--- src/common/asc_pkg.sv ---
// Package for the activity shutdown controller: constants and carrier structs.
package asc_pkg;
  // Inactivity end-of-count in crystal cycles
  localparam int unsigned ASC_EOC_CYCLES = 65536;
  localparam int unsigned ASC_CNT_W = 17;
  // Buffered clock output divides the crystal by this ratio
  localparam int unsigned ASC_CLK_DIV = 16;
  localparam int unsigned ASC_DIV_W = 4;
  // Oscillator and PLL start-up interval
  localparam int unsigned ASC_CLK_PERIOD_NS = 8;
  localparam int unsigned ASC_WARM_US = 220;
  localparam int unsigned ASC_WARM_CYCLES = (ASC_WARM_US * 1000 + ASC_CLK_PERIOD_NS - 1) / ASC_CLK_PERIOD_NS;
  localparam int unsigned ASC_WARM_W = 15;

  typedef enum logic [1:0] {
    ASC_SHUTDOWN,
    ASC_WARMUP,
    ASC_RUN
  } asc_state_t;

  // Status reported by the analog side
  typedef struct packed {
    logic pll_locked;
    logic ref_present;
  } asc_analog_t;

  // Controls toward the analog side
  typedef struct packed {
    logic osc_enable;
    logic pa_enable;
  } asc_power_t;
endpackage : asc_pkg

--- src/core/asc_sync.sv ---
// Two flip-flop synchroniser for asynchronous level inputs.
`timescale 1ns/1ps
module asc_sync #(
  parameter int unsigned WIDTH = 1
) (
  input wire logic clock,
  input wire logic rst,
  input wire logic [WIDTH-1:0] async_in,
  output logic [WIDTH-1:0] sync_out
);
  logic [WIDTH-1:0] meta_ff;

  always_ff @(posedge clock or posedge rst) begin
    if (rst) begin
      meta_ff <= '0;
      sync_out <= '0;
    end else begin
      meta_ff <= async_in;
      sync_out <= meta_ff;
    end
  end
endmodule : asc_sync

--- src/core/asc_top.sv ---
// Activity shutdown controller: inactivity timer, wake, amplifier gating, clock out.
//
// Functional notes
// - Shut down after 2^16 cycles without edges
// - Any data edge clears inactivity counter
// - Rising data edge in shutdown starts warm-up
// - Amplifier held off until PLL locked
// - Amplifier off when reference is lost
// - Clock output is crystal divided by sixteen
// - Clock output held low during shutdown
// - Clock output stable after start-up interval
// - Data level keys amplifier when locked
`timescale 1ns/1ps
module asc_top
  import asc_pkg::*;
#(
  parameter int unsigned EOC_CYCLES = ASC_EOC_CYCLES,
  parameter int unsigned WARM_CYCLES = ASC_WARM_CYCLES
) (
  input wire logic clock,
  input wire logic rst,
  input wire logic data_in,
  input wire asc_analog_t analog_in,
  output asc_power_t power_ff,
  output logic amplifier_output,
  output logic buffered_clock_output,
  output logic shutdown_ff
);
  localparam logic [ASC_CNT_W-1:0] EOC_LAST = ASC_CNT_W'(EOC_CYCLES - 1);
  localparam logic [ASC_WARM_W-1:0] WARM_LAST = ASC_WARM_W'(WARM_CYCLES - 1);
  localparam logic [ASC_DIV_W-1:0] DIV_HALF = ASC_DIV_W'(ASC_CLK_DIV / 2 - 1);

  logic data_s;
  asc_analog_t analog_s;
  logic data_d_ff;
  logic data_edge;
  logic data_rise;
  asc_state_t state_ff;
  asc_state_t nxt_state;
  logic [ASC_CNT_W-1:0] idle_cnt_ff;
  logic [ASC_WARM_W-1:0] warm_cnt_ff;
  logic [ASC_DIV_W-1:0] div_cnt_ff;
  logic eoc_hit;
  logic warm_done;

  // Analog status is asynchronous to this clock as well
  asc_sync #(.WIDTH(3)) u_sync (
    .clock(clock),
    .rst(rst),
    .async_in({data_in, analog_in}),
    .sync_out({data_s, analog_s})
  );

  always_ff @(posedge clock or posedge rst) begin
    if (rst) begin
      data_d_ff <= 1'b0;
    end else begin
      data_d_ff <= data_s;
    end
  end

  assign data_edge = data_s ^ data_d_ff;
  assign data_rise = data_s & ~data_d_ff;
  assign eoc_hit = (state_ff == ASC_RUN) && !data_edge && (idle_cnt_ff == EOC_LAST);
  assign warm_done = warm_cnt_ff == WARM_LAST;

  always_comb begin
    nxt_state = state_ff;
    unique case (state_ff)
      ASC_SHUTDOWN: begin
        if (data_rise) begin
          nxt_state = ASC_WARMUP;
        end
      end
      ASC_WARMUP: begin
        if (warm_done) begin
          nxt_state = ASC_RUN;
        end
      end
      ASC_RUN: begin
        if (eoc_hit) begin
          nxt_state = ASC_SHUTDOWN;
        end
      end
    endcase
  end

  // Reset leaves the device asleep so a first rising edge is needed
  always_ff @(posedge clock or posedge rst) begin
    if (rst) begin
      state_ff <= ASC_SHUTDOWN;
    end else begin
      state_ff <= nxt_state;
    end
  end

  // Edges during warm-up also restart the timer; it only runs in RUN
  always_ff @(posedge clock or posedge rst) begin
    if (rst) begin
      idle_cnt_ff <= '0;
    end else if (state_ff != ASC_RUN || data_edge) begin
      idle_cnt_ff <= '0;
    end else if (idle_cnt_ff != EOC_LAST) begin
      idle_cnt_ff <= idle_cnt_ff + 1'b1;
    end
  end

  // Models oscillator start-up; the driver must honour it too
  always_ff @(posedge clock or posedge rst) begin
    if (rst) begin
      warm_cnt_ff <= '0;
    end else if (state_ff == ASC_WARMUP && !warm_done) begin
      warm_cnt_ff <= warm_cnt_ff + 1'b1;
    end else begin
      warm_cnt_ff <= '0;
    end
  end

  always_ff @(posedge clock or posedge rst) begin
    if (rst) begin
      div_cnt_ff <= '0;
      buffered_clock_output <= 1'b0;
    end else if (state_ff != ASC_RUN) begin
      div_cnt_ff <= '0;
      buffered_clock_output <= 1'b0;
    end else if (div_cnt_ff == DIV_HALF) begin
      div_cnt_ff <= '0;
      buffered_clock_output <= ~buffered_clock_output;
    end else begin
      div_cnt_ff <= div_cnt_ff + 1'b1;
    end
  end

  always_ff @(posedge clock or posedge rst) begin
    if (rst) begin
      power_ff <= '0;
      amplifier_output <= 1'b0;
      shutdown_ff <= 1'b1;
    end else begin
      power_ff.osc_enable <= nxt_state != ASC_SHUTDOWN;
      power_ff.pa_enable <= (state_ff == ASC_RUN) && analog_s.pll_locked && analog_s.ref_present;
      amplifier_output <= (state_ff == ASC_RUN) && analog_s.pll_locked && analog_s.ref_present && data_s;
      shutdown_ff <= nxt_state == ASC_SHUTDOWN;
    end
  end

  // Checker helper: cycles since the last clock output rise. Counting here
  // keeps the period check free of a long repetition.
  localparam logic [ASC_DIV_W-1:0] GAP_LAST = ASC_DIV_W'(ASC_CLK_DIV - 1);
  logic clk_out_d_ff;
  logic clk_rise;
  logic clk_seen_ff;
  logic [ASC_DIV_W-1:0] clk_gap_ff;

  assign clk_rise = buffered_clock_output & ~clk_out_d_ff;

  always_ff @(posedge clock or posedge rst) begin
    if (rst) begin
      clk_out_d_ff <= 1'b0;
    end else begin
      clk_out_d_ff <= buffered_clock_output;
    end
  end

  // First rise after entering RUN only arms the check
  always_ff @(posedge clock or posedge rst) begin
    if (rst) begin
      clk_seen_ff <= 1'b0;
      clk_gap_ff <= '0;
    end else if (state_ff != ASC_RUN) begin
      clk_seen_ff <= 1'b0;
      clk_gap_ff <= '0;
    end else if (clk_rise) begin
      clk_seen_ff <= 1'b1;
      clk_gap_ff <= '0;
    end else if (clk_gap_ff != GAP_LAST) begin
      clk_gap_ff <= clk_gap_ff + 1'b1;
    end
  end
endmodule : asc_top

--- config.mk ---
export PLATFORM = sky130hd
export DESIGN_NAME = asc_top
export DESIGN_NICKNAME = d
export VERILOG_FILES = /design/src/common/asc_pkg.sv /design/src/core/asc_sync.sv /design/src/core/asc_top.sv
export SDC_FILE = /design/constraint.sdc
export NUM_CORES = 1
export LEC_CHECK = 0
export ABC_AREA = 1
export BUFFER_PORTS_ARGS = -buffer_cell sky130_fd_sc_hd__buf_2
export CAP_MARGIN = 20
export CORE_MARGIN = 3
export CORE_UTILIZATION = 23
export DETAILED_ROUTE_END_ITERATION = 12
export PLACE_DENSITY_LB_ADDON = 0.05
export SLEW_MARGIN = 10
export SYNTH_ARGS = -nofsm -noshare
export SYNTH_HDL_FRONTEND = slang
export SYNTH_SLANG_ARGS = --single-unit
--- constraint.sdc ---
create_clock -name clock -period 1.8 [get_ports clock]
set_clock_uncertainty 0.1 [all_clocks]
set_input_delay 0.18 -clock clock [delete_from_list [all_inputs] [get_ports clock]]
set_output_delay 0.18 -clock clock [all_outputs]
set_load 0.1 [all_outputs]
# Yosys cells after proc, flatten, opt, wreduce, memory -nomap -nowiden
# Index checks and enable logic that the tools add are counted.
totals:
  regBits: 50
  word_cells: 51
  output_inout_bits: 5
  input_bits: 5
op_classes:
  bitwise_logic: 4
  eq_ne: 7
  n_reduce_logical: 14
  addsub: 3
  muxes: 11
ops:
  columns: ["op", "count"]
  rows:
  - ["two-way mux 17 bit", 2]
  - ["adder 17 x 1 -> 17 bit, second input constant", 1]
  - ["equality test 17 x 16 -> 1 bit, second input constant", 1]
  - ["inequality test 17 x 16 -> 1 bit, second input constant", 1]
  - ["adder 15 x 1 -> 15 bit, second input constant", 1]
  - ["equality test 15 bit, second input constant", 1]
  - ["two-way mux 15 bit", 1]
  - ["two-way mux 4 bit", 2]
  - ["logical AND 1 bit", 6]
  - ["two-way mux 2 bit", 3]
  - ["one-hot mux 2 bit (3 select lines)", 1]
  - ["nonzero test 2 bit", 3]
  - ["adder 4 x 1 -> 4 bit, second input constant", 1]
  - ["equality test 4 x 3 -> 1 bit, second input constant", 1]
  - ["logical NOT 2 bit", 2]
  - ["equality test 2 x 1 -> 1 bit, second input constant", 1]
  - ["equality test 2 bit, second input constant", 1]
  - ["logical NOT 1 bit", 2]
  - ["two-way mux 1 bit", 2]
  - ["inequality test 2 bit, second input constant", 1]
  - ["inverter 1 bit", 2]
  - ["bitwise AND 1 bit", 1]
  - ["logical OR 1 bit", 1]
  - ["XOR 1 bit", 1]

# Longest topological paths before layout
logic_depth:
  ltp_word: 7
  depth_mapped: 13

# Modules after synthesis
# Synthesis repeated with hierarchy kept, for this count alone.
hier_totals:
  cells_unflattened: 303
  area_unflattened_um2: 2503.7
by_module_without_submodules:
  columns: ["module", "n_inst", "area_per_inst_um2", "cells_each"]
  rows:
  - ["asc_top", 1, 2349.8, 296]
  - ["asc_sync", 1, 153.9, 7]

# Worst setup path before layout
# OpenSTA, ideal clock, no wires.
synth_path:
  kind: "register -> register"
  startpoint: "reg idle_cnt_ff[0]"
  endpoint: "reg idle_cnt_ff[11]"
  arrival_ns: 1.682
  path_stages_with_launch: 12
  setup_slack_ns: -0.105
  synth_period_minus_slack_ns: 1.905
  n_path_buf: 0
  setup_ns: 0.123
  required_time_ns: 1.577
  path_cell_list: "dfrtp_1 > ha_1 > nand2_1 > nor2_4 > nand4_1 > nor2_1 > ha_1 > nand3_4 > nand3_1 > nor2_2 > o21ai_0 > nor2_1"
synth_via:
  elab_chain_cells: 3
synth_rtl:
  columns: ["item", "line", "rtl"]
  rows:
  - ["from (decl)", "asc_top.sv:40", "logic [ASC_CNT_W-1:0] idle_cnt_ff;"]
  - ["from (signal assigned)", "asc_top.sv:104", "idle_cnt_ff <= idle_cnt_ff + 1'b1;"]
  - ["adder 17 x 1 -> 17 bit", "asc_top.sv:104", null]
  - ["two-way mux 17 bit", "asc_top.sv:103", "end else if (idle_cnt_ff != EOC_LAST) begin"]
  - ["two-way mux 17 bit", "asc_top.sv:101", "end else if (state_ff != ASC_RUN || data_edge) begin"]
# Parallel ways exist; a longest one is shown, timed or not. The select of a mux whose other input is x is not followed.
# A chain may end at the register's enable or synchronous reset.

# Final worst setup path
layout_path:
  startpoint: "reg idle_cnt_ff[0]"
  endpoint: "reg idle_cnt_ff[7]"
# The elaborated chain is that of the path after synthesis.

==> results by group <==
STA
  • Endpoints failing hold: 0
  • Worst slew margin: 67.5%
  • Worst setup margin: -117 ps
  • Tcrit/Tclk final: 107%
  • Slew Viols, Final: 0
  • FMAX: 522 MHz
  • Min Tclk post-route: 1920 ps
  • Worst Tran Pin Value: 491 ps
  • # setup viols final: 17
  • RSZ-0062 raised after global routing: true

Synthesis
  • Register area share after synthesis: 50.6%
  • Post-Synthesis Cell Area: 2480 um^2
  • Most frequent cell after synthesis: nand2_1
  • Yosys top cell area share: 49.5%
  • Post-Syn Nets: 303
  • Synthesized netlist cell count: 291
  • Share of synthesized registers carrying an async set or reset: 100%
  • Register bit total from synthesis: 50
  • Yosys warns: 0
  • Ys flop type: dfrtp_1
  • Area contributors post-synth: dfrtp_1 50%, nand2_1 7.6%, nor2_1 7.1%
  • Synthesized area per cell: 8.51 um^2
  • EDFF count, synth: 0
  • Biggest area consumer among synthesized cells: dfrtp_1
  • Post-synth top cells: 50 x nand2_1, 49 x dfrtp_1, 47 x nor2_1
  • Cell variety after synth: 30

Worst setup path
  • Crit path required time: 1890 ps
  • Worst stage delay on the critical path: 370 ps
  • Critical Path Source Type: flip-flop
  • Slack of the worst reg-to-reg path: -120 ps
  • Worst Path Arrival: 2010 ps
  • Slowest CP cell: dfrtp_1
  • Delay-heaviest family, CP: simple AND/OR/NAND/NOR gates
  • Reg2Reg Depth: 11
  • Most common cell on crit path: ha_2
  • Cells along the critical path: ha_2 -> nand2_2 -> nor2_4 -> nand4_1 -> nor2_2 -> ha_2 -> nand3_4 -> nand3_2 -> inv_1 -> o21ai_0 -> a21oi_1
  • WP buf/inv: 1
  • Crit path kind: flip-flop to flip-flop
  • CP Max Fanout: 5
  • FF-to-FF Start: idle_cnt_ff[0]
  • Setup crit end kind: flip-flop
  • R2R Path End: idle_cnt_ff[7]

Routing
  • Routed Wire Length: 5240 um
  • Drt first-iter violations: 66
  • Routed Antenna Nets: 0
  • DRT Pass-1 Iters: 6
  • Routed length per placed instance: 11.1 um
  • Vias per std cell: 4.02
  • # DRC: 0
  • Via count: 1892

Floorplanning
  • Initial Util: 23.8%
  • Core Box Area: 10400 um^2
  • Row Count: 37
  • Die span in y: 110 um
  • Die area: 12000 um^2
  • Top Ports: 10
  • Die X: 110 um

Global route
  • M1 GR Usage: 13.6%
  • Largest net degree at the start of global routing: 39
  • All-layer global routing usage: 9.81%
  • First-pass GRT wire length: 9230 um
  • Met3 Use GR: 2.17%
  • GRT met2 Usage: 15.3%
  • Overflow after GRT: 0
  • Number of global-route vias before repair: 1942
  • Most Crowded Layer GR: met2
  • Initial antenna violation count: 0

Finish
  • Post-route cell area: 3080 um^2
  • Share of layout cells above drive strength 1: 24.8%
  • Final Util: 29.5%
  • Ant diodes: 0
  • Layout area overhead: 24.3%
  • Nets@finish: 346

Pwr
  • Peak VDD IR: 0.000397 V
  • Cell area power density: 802 nW/um^2
  • Static Leak: 1.39 nW
  • Total power: 2.47 mW

CTS
  • CTS tree: yes
  • Worst-path clk slew: 110 ps
  • H-tree levels: 2
  • Worst-skew pair later-pin latency: 310 ps
  • TritonCTS Sinks: 50
  • Clock Path Buffers: 2
  • Num CTS Buffers: 5
  • Clock root buffer: clkbuf_8

Min path
  • Hold Crit Class: input port to async pin

Place
  • HPWL after DPL: 3850 um
  • Pre-CTS setup slack: -90.4 ps
  • DP Area: 2890 um^2
  • RD Place Congestion: 0.754
  • Port Buffers: 9

Outcome
  • Status: complete, but fails checks
  • Failing checks: negative setup slack

Job
  • # Max-Cap Violations: 0
-- how the worst max path moves through the flow --
stage,start,to,slack [ps],depth (start not counted)
2_1_floorplan,idle_cnt_ff[0],idle_cnt_ff[11],-20,11
3_3_place_gp,idle_cnt_ff[13],power_ff[1],-70,10
3_5_place_dp,idle_cnt_ff[0],idle_cnt_ff[7],-90,11
4_1_cts,idle_cnt_ff[0],idle_cnt_ff[9],-110,13
5_1_grt,idle_cnt_ff[0],idle_cnt_ff[14],-250,12
6_report,idle_cnt_ff[0],idle_cnt_ff[7],-120,11
-- per-stage QoR --
step,setup TNS [ps],hold WS (ps),instances
6_report,-1140,255,471
5_1_grt,-3720,260,471
4_1_cts,-1360,253,469
3_5_place_dp,-910,58.5,456
3_3_place_gp,-356,57.3,456
2_1_floorplan,-48.2,111,291
-- where the power goes --
part,switching [mW],internal [mW],leakage [nW]
combinational,0.364,0.144,0.666
clock,0.435,0.290,0.0495
sequential,0.0411,1.19,0.674
total,0.841,1.63,1.39
-- logic make-up after synthesis --
family / count (synthesis) / synth area share (%)
AO/OA/AOI/OAI: 29 / 6.06
XOR/XNOR: 4 / 1.41
adder cells (fa/ha/maj): 7 / 3.54
buffers and inverters: 44 / 7.18
flip-flops: 50 / 50.6
AND/OR/NAND/NOR: 157 / 31.2
-- layer usage --
metal | wire length (um) | vias to the layer above
met5 | 0 | -
met4 | 54 | 0
met3 | 151 | 5
met2 | 2370 | 19
met1 | 2670 | 853
li1 | - | 1015
-- sequential cells by signal, summed over array words and instances (netlist names) --
name,flops
data_d_ff,1
warm_cnt_ff,15
u_sync.sync_out,3
u_sync.meta_ff,3
power_ff,2
state_ff,2
buffered_clock_output,1
div_cnt_ff,4
shutdown_ff,1
amplifier_output,1
idle_cnt_ff,17
-- layout make-up --
class                   instances  area (um^2)
clock buffers                   5         68.8
clock inverters                 3         26.3
fillers                      1108         7340
inverters                      41          156
multi-input cells             197         1100
flip-flops and latches         50         1250
well taps                     136          170
repair buffers                 39          305
-- worst min-delay path, cell delays in order --
cell and delay (ps):
dlygate4sd3_1 530, buf_2 120, inv_2 240
-- layout by cell type (no fill, tap or decap), drive strengths merged --
cell / count
a211oi: 1
a21oi: 15
and2: 1
and3: 1
buf: 35
clkbuf: 5
clkinv: 1
dfrtp: 49
dfstp: 1
dlygate4sd3: 4
ha: 7
inv: 43
nand2: 58
nand3: 16
nand4: 6
nor2: 54
nor3: 17
nor3b: 4
o21ai: 12
o21bai: 1
xor2: 4
-- repair_timing --
| action | in CTS | in global routing |
|---|---|---|
| hold endpoints to repair | 15 | 0 |
| setup endpoints to repair | 16 | 21 |
| gates resized for setup | 2 | 11 |
| hold buffers | 4 | 0 |
| pin swaps | 3 | 6 |
| setup buffers | 1 | 4 |
| gates cloned | 0 | 0 |
No activity file was read; power rests on OpenSTA's default activity.
